`src/port_pkg_and_buffer.sv`:
```
// shared constants for the slave port, and its two-entry receive buffer
package port_pkg;
  localparam int DATA_W = 8;
  localparam logic [7:0] END_OF_MESSAGE_CODE = 8'h00;
  localparam logic [7:0] NULL_CODE = 8'h00;
  localparam logic [7:0] TRANSFER_COMMAND = 8'h01;
  localparam logic [7:0] COMMAND_A = 8'h5A;
  localparam logic [7:0] COMMAND_A_ACKNOWLEDGE = 8'h07;
  localparam logic REG_SELECT_DATA = 1'b0;
  localparam logic REG_SELECT_STATUS = 1'b1;
  localparam int HS_BIT = 0;
  localparam logic HS_RESET = 1'b0;
  localparam logic TOKEN_RESET = 1'b0;
  localparam logic [7:0] OE_NONE = 8'h00;
  localparam logic [7:0] OE_ALL = 8'hFF;
  localparam logic [7:0] OE_HS_ONLY = 8'h01;
  localparam logic [7:0] BYTE_RESET = 8'h00;
  localparam logic [7:0] COUNT_ONE = 8'h01;
endpackage : port_pkg

////////////////////////////////////////////////////////////////////////////////

`timescale 1ns/1ps

module two_entry_buffer (
  // clock and reset
  input wire logic clock,
  input wire logic srst,
  // filling side
  input wire logic in_valid,
  input wire logic [port_pkg::DATA_W-1:0] in_data,
  output logic in_ready,
  // draining side
  output logic out_valid,
  output logic [port_pkg::DATA_W-1:0] out_data,
  input wire logic out_ready
);
  logic [port_pkg::DATA_W-1:0] head_r, head_nxt, tail_r, tail_nxt;
  logic head_v_r, head_v_nxt, tail_v_r, tail_v_nxt;
  logic push, pop;

  // ready comes from a flop so the filling side sees no combinational path
  assign in_ready = ~tail_v_r;
  assign out_valid = head_v_r;
  assign out_data = head_r;
  assign push = in_valid & ~tail_v_r;
  assign pop = head_v_r & out_ready;

  always_comb begin
    head_nxt = head_r;
    tail_nxt = tail_r;
    head_v_nxt = head_v_r;
    tail_v_nxt = tail_v_r;
    if (pop) begin
      if (tail_v_r) begin
        head_nxt = tail_r;
        tail_v_nxt = 1'b0;
      end else begin
        head_v_nxt = 1'b0;
      end
    end
    if (push) begin
      if (!head_v_nxt) begin
        head_nxt = in_data;
        head_v_nxt = 1'b1;
      end else begin
        tail_nxt = in_data;
        tail_v_nxt = 1'b1;
      end
    end
  end

  always_ff @(posedge clock) begin
    if (srst) begin
      head_r <= port_pkg::BYTE_RESET;
      tail_r <= port_pkg::BYTE_RESET;
      head_v_r <= 1'b0;
      tail_v_r <= 1'b0;
    end else begin
      head_r <= head_nxt;
      tail_r <= tail_nxt;
      head_v_r <= head_v_nxt;
      tail_v_r <= tail_v_nxt;
    end
  end
endmodule : two_entry_buffer

```
`src/parallel_slave_port.sv`:
```
// byte-wide memory-mapped slave port with write-token protocol

`timescale 1ns/1ps

module parallel_slave_port (
  // clock and reset
  input wire logic clock,
  input wire logic srst,
  // master bus strobes
  input wire logic select_input_line_n,
  input wire logic direction_input_line,
  input wire logic register_select_line,
  // data pins, split into input, output and enable
  input wire logic [7:0] data_bus_lines_in,
  output logic [7:0] data_bus_lines_out,
  output logic [7:0] data_bus_lines_oe,
  output logic interrupt_request_line,
  // bytes received from the master
  output logic rx_valid,
  output logic [7:0] rx_data,
  input wire logic rx_ready,
  // bytes to send: a length beat first, then that many data beats
  input wire logic tx_valid,
  input wire logic [7:0] tx_data,
  output logic tx_ready,
  // token state
  output logic token_held
);
  typedef enum logic [1:0] {RX_CMD, RX_LEN, RX_DATA, RX_EOM} rx_state_t;
  typedef enum logic [2:0] {TX_CMD, TX_LEN, TX_DATA, TX_EOM, TX_WAIT} tx_state_t;

  ////////////////////////////////////////////////////////////////////////////////
  // strobe decode

  logic sel, data_rd, stat_rd, wr;
  logic sel_q, data_rd_q, wr_q;
  logic data_rd_start, data_rd_end, wr_start, wr_end;
  logic buf_in_valid, buf_in_ready;

  assign sel = ~select_input_line_n;
  assign data_rd = sel & direction_input_line
    & (register_select_line == port_pkg::REG_SELECT_DATA);
  assign stat_rd = sel & direction_input_line
    & (register_select_line == port_pkg::REG_SELECT_STATUS);
  assign wr = sel & ~direction_input_line;
  // read starts on select or direction rise
  assign data_rd_start = data_rd & ~data_rd_q;
  // read ends on select or direction fall
  assign data_rd_end = ~data_rd & data_rd_q;
  // held select never starts a write, so toggling applies to reads only
  assign wr_start = wr & ~sel_q;
  assign wr_end = wr_q & ~sel;

  ////////////////////////////////////////////////////////////////////////////////
  // protocol state

  logic token_r, token_nxt;
  logic hs_r, hs_nxt;
  rx_state_t rx_state_r, rx_state_nxt;
  tx_state_t tx_state_r, tx_state_nxt;
  logic [7:0] rx_count_r, rx_count_nxt, tx_count_r, tx_count_nxt;
  logic wr_pend_r, wr_pend_nxt, wr_open_r, wr_open_nxt;
  logic [7:0] wr_byte_r, wr_byte_nxt;
  logic ack_pend_r, ack_pend_nxt;
  logic loaded_r, loaded_nxt;
  logic [7:0] data_byte_r, data_byte_nxt;
  logic tx_ready_r, tx_ready_nxt;
  logic irq_r, irq_nxt;
  logic [7:0] dout_r, dout_nxt, doe_r, doe_nxt;
  logic take, rx_done;

  assign take = tx_valid & tx_ready_r;
  assign buf_in_valid = wr_pend_r & (rx_state_r == RX_DATA);

  always_comb begin
    token_nxt = token_r;
    hs_nxt = hs_r;
    rx_state_nxt = rx_state_r;
    tx_state_nxt = tx_state_r;
    rx_count_nxt = rx_count_r;
    tx_count_nxt = tx_count_r;
    wr_pend_nxt = wr_pend_r;
    wr_open_nxt = wr_open_r;
    wr_byte_nxt = wr_byte_r;
    ack_pend_nxt = ack_pend_r;
    loaded_nxt = loaded_r;
    data_byte_nxt = data_byte_r;
    rx_done = 1'b0;

    // master-to-device bytes, one pending at a time
    if (wr_pend_r) begin
      unique case (rx_state_r)
        RX_CMD: begin
          rx_done = 1'b1;
          if (wr_byte_r == port_pkg::TRANSFER_COMMAND) begin
            rx_state_nxt = RX_LEN;
          end else if (wr_byte_r == port_pkg::COMMAND_A) begin
            ack_pend_nxt = 1'b1;
            rx_state_nxt = RX_EOM;
          end else begin
            rx_state_nxt = RX_EOM;
          end
        end
        RX_LEN: begin
          rx_done = 1'b1;
          // eight-bit length caps the packet at 255
          rx_count_nxt = wr_byte_r;
          rx_state_nxt = (wr_byte_r == port_pkg::BYTE_RESET) ? RX_EOM : RX_DATA;
        end
        RX_DATA: begin
          // stalls here until the buffer takes the byte
          if (buf_in_ready) begin
            rx_done = 1'b1;
            rx_count_nxt = rx_count_r - port_pkg::COUNT_ONE;
            if (rx_count_r == port_pkg::COUNT_ONE) begin
              rx_state_nxt = RX_EOM;
            end
          end
        end
        RX_EOM: begin
          // end byte is consumed, token moves here
          rx_done = 1'b1;
          token_nxt = 1'b1;
          rx_state_nxt = RX_CMD;
        end
      endcase
      if (rx_done) begin
        wr_pend_nxt = 1'b0;
        hs_nxt = 1'b0;
      end
    end
    // writes ignored while the device holds the token
    if (wr_start && !token_r) begin
      wr_open_nxt = 1'b1;
    end
    // pins sampled while selected, as the master may drop data when select rises
    if (wr && wr_open_r && !wr_pend_r) begin
      wr_byte_nxt = data_bus_lines_in;
    end
    // a held select with direction low is a read toggle unless select fell first
    if (wr_end && wr_open_r && !token_r) begin
      wr_pend_nxt = 1'b1;
    end
    if (wr_end) begin
      wr_open_nxt = 1'b0;
    end

    // device-to-master bytes
    if (token_r && !loaded_r) begin
      unique case (tx_state_r)
        TX_CMD: begin
          loaded_nxt = 1'b1;
          if (ack_pend_r) begin
            data_byte_nxt = port_pkg::COMMAND_A_ACKNOWLEDGE;
            tx_state_nxt = TX_EOM;
          // packet opens with the transfer command
          end else if (tx_valid) begin
            data_byte_nxt = port_pkg::TRANSFER_COMMAND;
            tx_state_nxt = TX_LEN;
          // nothing to send, pass by null transfer
          end else begin
            data_byte_nxt = port_pkg::NULL_CODE;
            tx_state_nxt = TX_EOM;
          end
        end
        TX_LEN: begin
          if (take) begin
            loaded_nxt = 1'b1;
            data_byte_nxt = tx_data;
            tx_count_nxt = tx_data;
            tx_state_nxt = (tx_data == port_pkg::BYTE_RESET) ? TX_EOM : TX_DATA;
          end
        end
        TX_DATA: begin
          if (take) begin
            loaded_nxt = 1'b1;
            data_byte_nxt = tx_data;
            tx_count_nxt = tx_count_r - port_pkg::COUNT_ONE;
            if (tx_count_r == port_pkg::COUNT_ONE) begin
              tx_state_nxt = TX_EOM;
            end
          end
        end
        TX_EOM: begin
          loaded_nxt = 1'b1;
          data_byte_nxt = port_pkg::END_OF_MESSAGE_CODE;
          tx_state_nxt = TX_WAIT;
        end
        TX_WAIT: begin
          loaded_nxt = loaded_r;
        end
      endcase
      if (loaded_nxt) begin
        hs_nxt = 1'b0;
      end
    end
    if (data_rd_end && token_r && loaded_r) begin
      loaded_nxt = 1'b0;
      // token alternates back to the master
      if (tx_state_r == TX_WAIT) begin
        token_nxt = 1'b0;
        ack_pend_nxt = 1'b0;
        tx_state_nxt = TX_CMD;
        hs_nxt = 1'b0;
      end
    end
    // data-read start or write start without the token raises the flag; set beats clear
    if (data_rd_start || (wr_start && !token_r)) begin
      hs_nxt = 1'b1;
    end
  end

  ////////////////////////////////////////////////////////////////////////////////
  // pin and stream outputs

  always_comb begin
    dout_nxt = data_byte_r;
    doe_nxt = port_pkg::OE_NONE;
    // status read drives only bit zero
    if (stat_rd) begin
      // flag in the low status bit
      dout_nxt = port_pkg::BYTE_RESET;
      dout_nxt[port_pkg::HS_BIT] = hs_r;
      doe_nxt = port_pkg::OE_HS_ONLY;
    // data driven only by the token holder
    end else if (data_rd && token_r) begin
      // full byte on the data pins
      doe_nxt = port_pkg::OE_ALL;
    end
    // length beat pulled only when the device holds the token
    tx_ready_nxt = token_r & ~loaded_r & ~take
      & ((tx_state_r == TX_LEN) || (tx_state_r == TX_DATA));
    // uplink request while the master owns the token
    irq_nxt = ~token_r & tx_valid;
  end

  always_ff @(posedge clock) begin
    if (srst) begin
      // master owns the token after reset
      token_r <= port_pkg::TOKEN_RESET;
      hs_r <= port_pkg::HS_RESET;
      rx_state_r <= RX_CMD;
      tx_state_r <= TX_CMD;
      rx_count_r <= port_pkg::BYTE_RESET;
      tx_count_r <= port_pkg::BYTE_RESET;
      wr_pend_r <= 1'b0;
      wr_open_r <= 1'b0;
      wr_byte_r <= port_pkg::BYTE_RESET;
      ack_pend_r <= 1'b0;
      loaded_r <= 1'b0;
      data_byte_r <= port_pkg::BYTE_RESET;
      tx_ready_r <= 1'b0;
      irq_r <= 1'b0;
      dout_r <= port_pkg::BYTE_RESET;
      doe_r <= port_pkg::OE_NONE;
      sel_q <= 1'b0;
      data_rd_q <= 1'b0;
      wr_q <= 1'b0;
    end else begin
      token_r <= token_nxt;
      hs_r <= hs_nxt;
      rx_state_r <= rx_state_nxt;
      tx_state_r <= tx_state_nxt;
      rx_count_r <= rx_count_nxt;
      tx_count_r <= tx_count_nxt;
      wr_pend_r <= wr_pend_nxt;
      wr_open_r <= wr_open_nxt;
      wr_byte_r <= wr_byte_nxt;
      ack_pend_r <= ack_pend_nxt;
      loaded_r <= loaded_nxt;
      data_byte_r <= data_byte_nxt;
      tx_ready_r <= tx_ready_nxt;
      irq_r <= irq_nxt;
      dout_r <= dout_nxt;
      doe_r <= doe_nxt;
      sel_q <= sel;
      data_rd_q <= data_rd;
      wr_q <= wr;
    end
  end

  assign data_bus_lines_out = dout_r;
  assign data_bus_lines_oe = doe_r;
  assign interrupt_request_line = irq_r;
  assign tx_ready = tx_ready_r;
  assign token_held = token_r;

  // received payload bytes of the data register
  two_entry_buffer rx_buf (
    .clock(clock),
    .srst(srst),
    .in_valid(buf_in_valid),
    .in_data(wr_byte_r),
    .in_ready(buf_in_ready),
    .out_valid(rx_valid),
    .out_data(rx_data),
    .out_ready(rx_ready)
  );
endmodule : parallel_slave_port

```
`config.mk`:
```
export PLATFORM = sky130hd
export DESIGN_NAME = parallel_slave_port
export DESIGN_NICKNAME = d
export VERILOG_FILES = /design/src/port_pkg_and_buffer.sv /design/src/parallel_slave_port.sv
export SDC_FILE = /design/constraint.sdc
export NUM_CORES = 1
export LEC_CHECK = 0
export BUFFER_PORTS_ARGS = -buffer_cell sky130_fd_sc_hd__buf_2
export CORE_MARGIN = 8
export CORE_UTILIZATION = 49
export CTS_BUF_LIST = sky130_fd_sc_hd__clkbuf_2 sky130_fd_sc_hd__clkbuf_4 sky130_fd_sc_hd__clkbuf_8
export DETAILED_ROUTE_END_ITERATION = 10
export PLACE_DENSITY_LB_ADDON = 0.3
export SYNTH_ARGS = -nofsm -noshare
export SYNTH_HDL_FRONTEND = slang
export SYNTH_SLANG_ARGS = --single-unit
```
`constraint.sdc`:
```
create_clock -name clock -period 2.2 [get_ports clock]
set_clock_uncertainty 0.15 [all_clocks]
set_input_delay 0.44 -clock clock [delete_from_list [all_inputs] [get_ports clock]]
set_output_delay 0.44 -clock clock [all_outputs]
set_load 0.05 [all_outputs]
```
### After elaboration in Yosys (flattened, before gate mapping)

Cells that the tools add are included.
W data, S select, Z words.

| cells by class | value |
|---|---|
| add/sub/neg operators | 2 |
| eq/ne operators | 16 |
| multiplexer cells | 62 |
| bitwise gates (word level) | 26 |
| reductions and logical operators | 32 |

Operator list:

| cell | count |
|---|---|
| $mux W8 | 8 |
| $mux W1 | 35 |
| $pmux W8 S2 | 2 |
| $eq A8 B1 Y1 const B | 3 |
| $pmux W8 S3 | 1 |
| $mux W3 | 7 |
| $and A1 B1 Y1 | 16 |
| $logic_not A8 Y1 | 2 |
| $sub A8 B1 Y8 const B | 2 |
| $pmux W3 S4 | 1 |
| $mux W2 | 5 |
| $not A1 Y1 | 10 |
| $reduce_or A2 Y1 | 5 |
| $logic_and A1 B1 Y1 | 9 |
| $reduce_and A3 Y1 | 3 |
| $eq A8 B7 Y1 const B | 1 |
| $pmux W2 S4 | 1 |
| $eq A3 B2 Y1 const B | 2 |
| $ne A2 B2 Y1 const B | 3 |
| $eq A2 B2 Y1 const B | 2 |
| $ne A2 B1 Y1 const B | 2 |
| $reduce_and A4 Y1 | 1 |
| $reduce_bool A2 Y1 | 2 |
| $eq A3 B1 Y1 const B | 1 |
| other kinds (11) | 14 |

| storage, ports and cells | value |
|---|---|
| flip-flop bits (word level) | 82 |
| bits of input ports | 23 |
| logic and storage cells | 163 |

### Depth between registers and ports, before layout

Gate-level depths: netlist of the first run.

| depth | value |
|---|---|
| word-level depth | 11 |
| gate-level depth with buffers | 7 |

### Modules after synthesis

Synthesis of the first run repeated with hierarchy kept, for this count alone.

| unflattened totals | value |
|---|---|
| cell total of the unflattened synthesis | 442 |
| area, all modules | 3688.5 um2 |

Modules (own cells, without submodules):

| module | times used | cells each | area an instance (um2) | seq. area each (um2) |
|---|---|---|---|---|
| parallel_slave_port | 1 | 357 | 2880.3 | 1161.1 |
| two_entry_buffer | 1 | 85 | 808.3 | 360.3 |

### Least setup slack after synthesis of the first run

Ideal clock, no wire load.

| timing path | value |
|---|---|
| kind | register to register |
| start point | reg token_r (netlist: token_held) |
| end point | reg tx_count_r[1] |
| library setup time | 0.134 ns |
| arrival time | 1.839 ns |
| data required time | 1.916 ns |
| setup slack | 0.076 ns |
| cell stages (with the launch flop) | 6 |
| path buffers | 1 |
| cell sequence | dfxtp_1 > or3b_4 > or3_1 > clkbuf_1 > a211oi_1 > a211oi_1 |

| on the way | value |
|---|---|
| word-level cells in the longest chain between the ends | 2 |

Ends and longest elaborated chain:

| item | RTL line | RTL |
|---|---|---|
| start: declaration | parallel_slave_port.sv:57 | `logic token_r, token_nxt;` |
| start signal: assignment | parallel_slave_port.sv:240 | `token_r <= port_pkg::TOKEN_RESET;` |
| start signal: assignment | parallel_slave_port.sv:260 | `token_r <= token_nxt;` |
| $logic_and A1 B1 Y1 | parallel_slave_port.sv:149 | `if (token_r && !loaded_r) begin` |
| $reduce_and A4 Y1 (no source line) | - |  |
| end signal: assignment | parallel_slave_port.sv:245 | `tx_count_r <= port_pkg::BYTE_RESET;` |
| end signal: assignment | parallel_slave_port.sv:265 | `tx_count_r <= tx_count_nxt;` |
| end: declaration | parallel_slave_port.sv:61 | `logic [7:0] rx_count_r, rx_count_nxt, tx_count_r, tx_count_nxt;` |

No other way between the ends.
A chain may end at the register's enable or synchronous reset.

### Final worst setup path of the first run

| timing path | value |
|---|---|
| start point | reg tx_state_r[2] |
| end point | reg tx_count_r[0] |

| on the way | value |
|---|---|
| word-level cells in the longest chain between the ends | 3 |
| elaborated cells between the ends (all ways) | 7 |
| classes of those cells | 4 x eq/ne; 1 x mux; 2 x reduce/logical |

Ends and longest elaborated chain:

| item | RTL line | RTL |
|---|---|---|
| start: declaration | parallel_slave_port.sv:60 | `tx_state_t tx_state_r, tx_state_nxt;` |
| start signal: assignment | parallel_slave_port.sv:263 | `tx_state_r <= tx_state_nxt;` |
| $eq A3 B2 Y1 / $eq A3 B1 Y1 (equally long branches) | parallel_slave_port.sv:150 | `unique case (tx_state_r)` |
| $ne A2 B2 Y1 (no source line) / $reduce_bool A2 Y1 (equally long branches) | - |  |
| $reduce_and A4 Y1 (no source line) | - |  |

Parallel ways exist; a longest one is shown, timed or not.

==> impl_metrics.json, run 1 <==
{
  "layout-drive-gt1-share": 0.201,
  "dpl.hpwl_mm": 6.05,
  "yosysTopAreaCell": "dfxtp_1",
  "yosysMostFrequentCell": "dfxtp_1",
  "highest_layer": "met4",
  "crit_slowest_cell": "or3b_4",
  "period_needed_ps": 1990,
  "power.density_nw_per_um2": 619,
  "grt_setup_unrepaired": "no",
  "pin_count": 51,
  "grt_overflow": 0,
  "cts_tree": "done",
  "critPathLaunchType": "register",
  "path_max_fanout": 10,
  "grt_pass1_wl_mm": 14.4,
  "syn-num-nets": 448,
  "fillCellCount": 653,
  "hold_ws_ps": 174,
  "hp-class": "in -> reg",
  "grt_pass1_vias": 3025,
  "nets": 495,
  "max_cap_viol_count": 0,
  "synth_commonest_cells": "76 x dfxtp_1, 43 x nor2_1, 32 x nand2_1",
  "wl_per_cell_um": 15.1,
  "synth_area_um2": 3580,
  "drcViolationCount": 0,
  "cp_top_family": "simple AND/OR/NAND/NOR gates",
  "floorplan.die.height_um": 102,
  "fin_cells": 566,
  "slew-limit-headroom": 0.578,
  "cp.required_ps": 2320,
  "yosysWarnings": 0,
  "place_inst": 550,
  "slowest_delay_ps": 430,
  "crit_chain": "or3b_4 -> or3_1 -> or3_1 -> a31oi_1",
  "areaGrowthSynthToFinish_pct": 15.6,
  "grt_max_degree": 49,
  "die_x_um": 102,
  "cts_buffers": 9,
  "drt_first_iter_violations": 209,
  "clock_latency_ps": 340,
  "synth_edf_count": 0,
  "power_mw": 2.56,
  "cts_sinks": 76,
  "post_cts_resized": 0,
  "dieArea_um2": 10300,
  "cp-end-kind": "register",
  "wl_met2_mm": 3.90,
  "holdBufCountCts": 0,
  "crit_type": "reg -> reg",
  "irDropWorstVdd_v": 0.000384,
  "run_status": "complete, no violations",
  "async_flop_share": 0,
  "htreeDepth": 3,
  "rows": 31,
  "post_cts_buffers": 0,
  "syn_inst": 415,
  "setup_viol": 0,
  "routed_wl_mm": 8.54,
  "synth_top_area_share": 0.425,
  "antenna_found_initial": 0,
  "multi_input_area_um2": 1860,
  "yosysUniqueCellTypes": 55,
  "yosys_most_used_dff": "dfxtp_1",
  "max_freq_mhz": 502,
  "start_util": 0.499,
  "syn_avg_cell_area_um2": 8.63,
  "ys_seq_area_frac": 0.425,
  "grt_use_total": 0.173,
  "post-route-period-util": 0.905,
  "drt-vias-per-instance": 5.60,
  "num_vias": 3172,
  "core-area_um2": 7180,
  "slew_viol_final": 0,
  "synth-seq-cells": 76,
  "cp_data_arrival_time_ps": 2120,
  "io_buffers": 50,
  "hold_viol_final": 0,
  "leakage_nw": 1.71,
  "synth_area_leaders": "dfxtp_1 42%, mux2i_1 5.0%, nor2_1 4.5%, a21oi_1 4.1%, ha_1 3.5%",
  "met1_length_mm": 4.06,
  "cts_buffer_depth": 2,
  "crit_buf_inv": 0,
  "tns_ps": 0,
  "antenna_cells": 0,
  "gp_congestion": 0.851,
  "drt_pass1_iterations": 4,
  "antenna_left": 0,
  "wl_met3_um": 458,
  "tightestPinTransition_ps": 629,
  "critPathMostFrequentCell": "or3_1",
  "ctsRootBufferMaster": "clkbuf_8",
  "seq_area_um2": 1520,
  "clk_pin_slew_ps": 80
}
==> registers in the layout, summed over array words and instances, names as in the netlist, 2 cells and up <==
name,count
rx_buf.tail_r,8
rx_count_r,8
wr_byte_r,8
tx_state_r,3
rx_state_r,2
tx_count_r,8
rx_buf.out_data,8
data_byte_r,8
data_bus_lines_out,8
data_bus_lines_oe,2
==> worst register-to-register path, cell delays in order (launching register included) <==
cell	delay, ps
dfxtp_1	390
or3b_4	430
or3_1	420
or3_1	370
a31oi_1	160
==> metrics by stage <==
stage / worst slack, ps / util / area [um^2]
detailed placement: 226 / 0.550 / 3950
floorplan: 76.5 / - / 3580
global route: 40.1 / 0.577 / 4140
global placement: 268 / 0.550 / 3950
finish: 208 / 0.577 / 4140
CTS: 199 / 0.577 / 4140
==> layout by cell type, fill, tap and decap left out, types with 3 or more instances in the layout <==
cell type	instances
a211oi_1	13
clkbuf_8	9
nand2b_1	3
o32ai_1	3
nor3b_1	3
and2_1	6
a31oi_1	5
dfxtp_1	75
inv_1	13
nand3_1	5
mux2i_1	18
nand4b_1	3
nor2b_1	11
o31ai_1	4
nor2_1	43
a21oi_1	29
a22oi_1	5
a221oi_1	4
buf_4	16
o21a_1	4
o21ai_0	22
nor3_1	14
and4_1	3
a41oi_1	3
or4_1	3
buf_2	50
and3_1	7
nor4_1	9
nand2_1	32
ha_1	10
==> power by group <==
part	leakage, nW	total, mW	switching (mW)	internal, mW
Clock	0.0996	1.06	0.528	0.537
Combinational	1.00	0.108	0.0675	0.0401
Sequential	0.614	1.39	0.00853	1.38
==> worst paths after layout <==
| check | slack [ps] | start | to | depth (start not counted) |
|---|---|---|---|---|
| max | 210 | tx_state_r[2]$_SDFF_PP0_ | tx_count_r[0]$_SDFFE_PP0P_ | 4 |
| min | 170 | data_bus_lines_in[4] | wr_byte_r[4]$_SDFFE_PP0P_ | 3 |
| min reg2reg | 320 | hs_r$_SDFF_PP0_ | hs_r$_SDFF_PP0_ | 2 |
| max reg2reg | 210 | tx_state_r[2]$_SDFF_PP0_ | tx_count_r[0]$_SDFFE_PP0P_ | 4 |
==> per-layer routing <==
metal,global-route usage,up-vias
met5,0,-
met4,0.0653,0
met3,0.0399,12
met2,0.272,60
met1,0.223,1510
li1,-,1590
==> logic make-up (layout without fill, tap and decap cells) <==
logic type                 Yosys count  in the layout  synth area share
and+or+nand+nor                    161            161             0.240
AOI/OAI and AO/OA                  105            105             0.192
DFF                                 76             76             0.425
buffers and inverters               44             96            0.0559
muxes                               18             18            0.0503
adders and majority gates           10             10            0.0349
xor gates and xnor gates             1              1           0.00245
==> layout make-up <==
type                    instances  share of cell area
multi-input cells             295               0.449
flip-flops and latches         76               0.368
repair buffers                 67              0.0942
clock buffers                  10              0.0317
well taps                      99              0.0299
clock inverters                 6              0.0157
inverters                      13              0.0118
Power figures use the tool's default switching activity.
==> inputs of run 2 (changes only) <==
--- a/config.mk
+++ b/config.mk
@@ -8,7 +8,7 @@
 export BUFFER_PORTS_ARGS = -buffer_cell sky130_fd_sc_hd__buf_2
 export CORE_MARGIN = 8
 export CORE_UTILIZATION = 49
-export CTS_BUF_LIST = sky130_fd_sc_hd__clkbuf_2 sky130_fd_sc_hd__clkbuf_4 sky130_fd_sc_hd__clkbuf_8
+export CTS_BUF_LIST = sky130_fd_sc_hd__clkbuf_4
 export DETAILED_ROUTE_END_ITERATION = 10
 export PLACE_DENSITY_LB_ADDON = 0.3
 export SYNTH_ARGS = -nofsm -noshare
==> constraint.sdc (replaced) <==
create_clock -name clock -period 1.9 [get_ports clock]
set_clock_uncertainty 0.15 [all_clocks]
set_input_delay 0.38 -clock clock [delete_from_list [all_inputs] [get_ports clock]]
set_output_delay 0.38 -clock clock [all_outputs]
set_load 0.05 [all_outputs]
==> run 2 against run 1 <==
Against the previous run:
- sequential power rose by 16%
- clock power grew 32%
- global-route usage grew 0.20 points
- final area rose by 3.8%
- largest cell class unchanged
- highest routed layer unchanged
==> impl_metrics.json, run 2 (synthesized netlist as in run 1, its figures left out) <==
{
  "run_status": "complete, no violations",
  "post_cts_buffers": 0,
  "core-area_um2": 7180,
  "die_x_um": 102,
  "wl_per_cell_um": 15.2,
  "cts_tree": "done",
  "post-route-period-util": 0.968,
  "routed_wl_mm": 8.77,
  "seq_area_um2": 1530,
  "drt_pass1_iterations": 6,
  "dieArea_um2": 10300,
  "drt_first_iter_violations": 187,
  "clock_latency_ps": 410,
  "rrSetupSlack_ps": 60,
  "fillCellCount": 632,
  "grt_pass1_wl_mm": 14.5,
  "antenna_left": 0,
  "cp_data_arrival_time_ps": 2040,
  "tightestPinTransition_ps": 469,
  "grt_setup_unrepaired": "no",
  "layout_common_cells": "73 x dfxtp_1, 50 x buf_2, 43 x nor2_1",
  "hold_depth": 2,
  "gp_congestion": 0.839,
  "critPathMostFrequentCell": "or3_1",
  "nets": 508,
  "slew_viol_final": 0,
  "dpl-instance-area_um2": 4070,
  "grt_pass1_vias": 3076,
  "irDropWorstVdd_v": 0.000312,
  "htreeDepth": 3,
  "cts_buffer_depth": 2,
  "hp-class": "in -> reg",
  "place_inst": 563,
  "floorplan.die.height_um": 102,
  "rows": 31,
  "pin_count": 51,
  "max_freq_mhz": 544,
  "num_vias": 3256,
  "ctsRootBufferMaster": "clkbuf_4",
  "layout-drive-gt1-share": 0.238,
  "final_area_um2": 4300,
  "setup_viol": 0,
  "dpl.hpwl_mm": 6.24,
  "cts_buffers": 9,
  "layout_commonest_cell": "dfxtp_1",
  "crit_slowest_cell": "or3b_4",
  "cp.required_ps": 2100,
  "max_cap_viol_count": 0,
  "crit_buf_inv": 0,
  "leakage_nw": 1.80,
  "drt-vias-per-instance": 5.62,
  "path_max_fanout": 5,
  "fin_cells": 579,
  "crit_chain": "or3b_4 -> or3_1 -> or3_1 -> a31oi_1",
  "reg2reg_from": "loaded_r$_SDFFE_PP0P_",
  "grt_max_degree": 62,
  "slew-limit-headroom": 0.685,
  "cp-end-kind": "register",
  "cp_top_family": "simple AND/OR/NAND/NOR gates",
  "reg2regPathDepth": 4,
  "period_needed_ps": 1840,
  "holdPathEnd": "rx_buf.tail_v_r$_SDFF_PP0_",
  "power.density_nw_per_um2": 730,
  "hp-start": "rx_ready",
  "areaGrowthSynthToFinish_pct": 20.1,
  "antenna_found_initial": 0,
  "io_buffers": 50,
  "antenna_cells": 0,
  "start_util": 0.499,
  "grt_overflow": 0,
  "hold_viol_final": 0,
  "drcViolationCount": 0,
  "crit_type": "reg -> reg",
  "cts_sinks": 76,
  "slowest_delay_ps": 430,
  "critPathLaunchType": "register",
  "reg2reg_to": "tx_count_r[0]$_SDFFE_PP0P_",
  "clk_pin_slew_ps": 130,
  "grt_use_total": 0.175,
  "multi_input_area_um2": 1890
}
## run 2: report_power, final
group | internal (mW) | leakage [nW] | switching (mW)
clock network | 0.816 | 0.107 | 0.582
logic | 0.0507 | 1.08 | 0.0819
registers | 1.60 | 0.615 | 0.00879
total | 2.47 | 1.80 | 0.673
## run 2: worst max-delay path by stage
stage | from | endpoint | slack, ps | depth (start not counted)
2_1_floorplan | rx_count_r[0]$_SDFFE_PP0P_ | rx_state_r[0]$_SDFFE_PP0P_ | 30 | 5
3_3_place_gp | rx_count_r[1]$_SDFFE_PP0P_ | rx_state_r[0]$_SDFFE_PP0P_ | 70 | 6
3_5_place_dp | rx_state_r[1]$_SDFFE_PP0P_ | rx_count_r[6]$_SDFFE_PP0P_ | -20 | 6
4_1_cts | tx_state_r[1]$_SDFF_PP0_ | tx_count_r[7]$_SDFFE_PP0P_ | 20 | 4
5_1_grt | rx_state_r[1]$_SDFFE_PP0P_ | rx_count_r[3]$_SDFFE_PP0P_ | 8 | 6
6_report | loaded_r$_SDFFE_PP0P_ | tx_count_r[0]$_SDFFE_PP0P_ | 60 | 4
## run 2: what timing repair did
item,4_1_cts,5_1_grt
resized for setup,2,7
hold buffers,0,0
pin swaps,2,0
setup endpoints to repair,3,10
## run 2: metal layers
| layer | wire length, um | global-route usage |
|---|---|---|
| met1 | 4110 | 0.226 |
| met2 | 4020 | 0.273 |
| met3 | 552 | 0.0440 |
| met4 | 90 | 0.0641 |
| met5 | 0 | 0 |
## run 2: final cells by class
cell class                      instances  share of cell area
Inverter                               13              0.0113
Timing Repair Buffer                   80               0.116
Clock buffer                           10              0.0175
Multi-Input combinational cell        295               0.439
Sequential cell                        76               0.355
Clock inverter                          6              0.0317
Tap cell                               99              0.0288
## run 2: metrics by stage
step	hold slack, ps	setup slack (ps)	utilization	power [mW]	setup TNS [ps]
6_report	21.4	61.6	0.599	3.14	0
5_1_grt	5.49	8.44	0.599	3.24	0
4_1_cts	2.76	24.8	0.597	3.17	0
3_5_place_dp	312	-16.9	0.567	1.78	-16.9
3_3_place_gp	310	68.3	0.567	1.78	0
2_1_floorplan	294	32.3	-	1.71	0
## run 2: worst reg2reg max path: cells and delay by family (launching register included)
family / cells / cell delay [ps]
compound gates: 1 / 150
flops: 1 / 340
simple gates: 3 / 1150
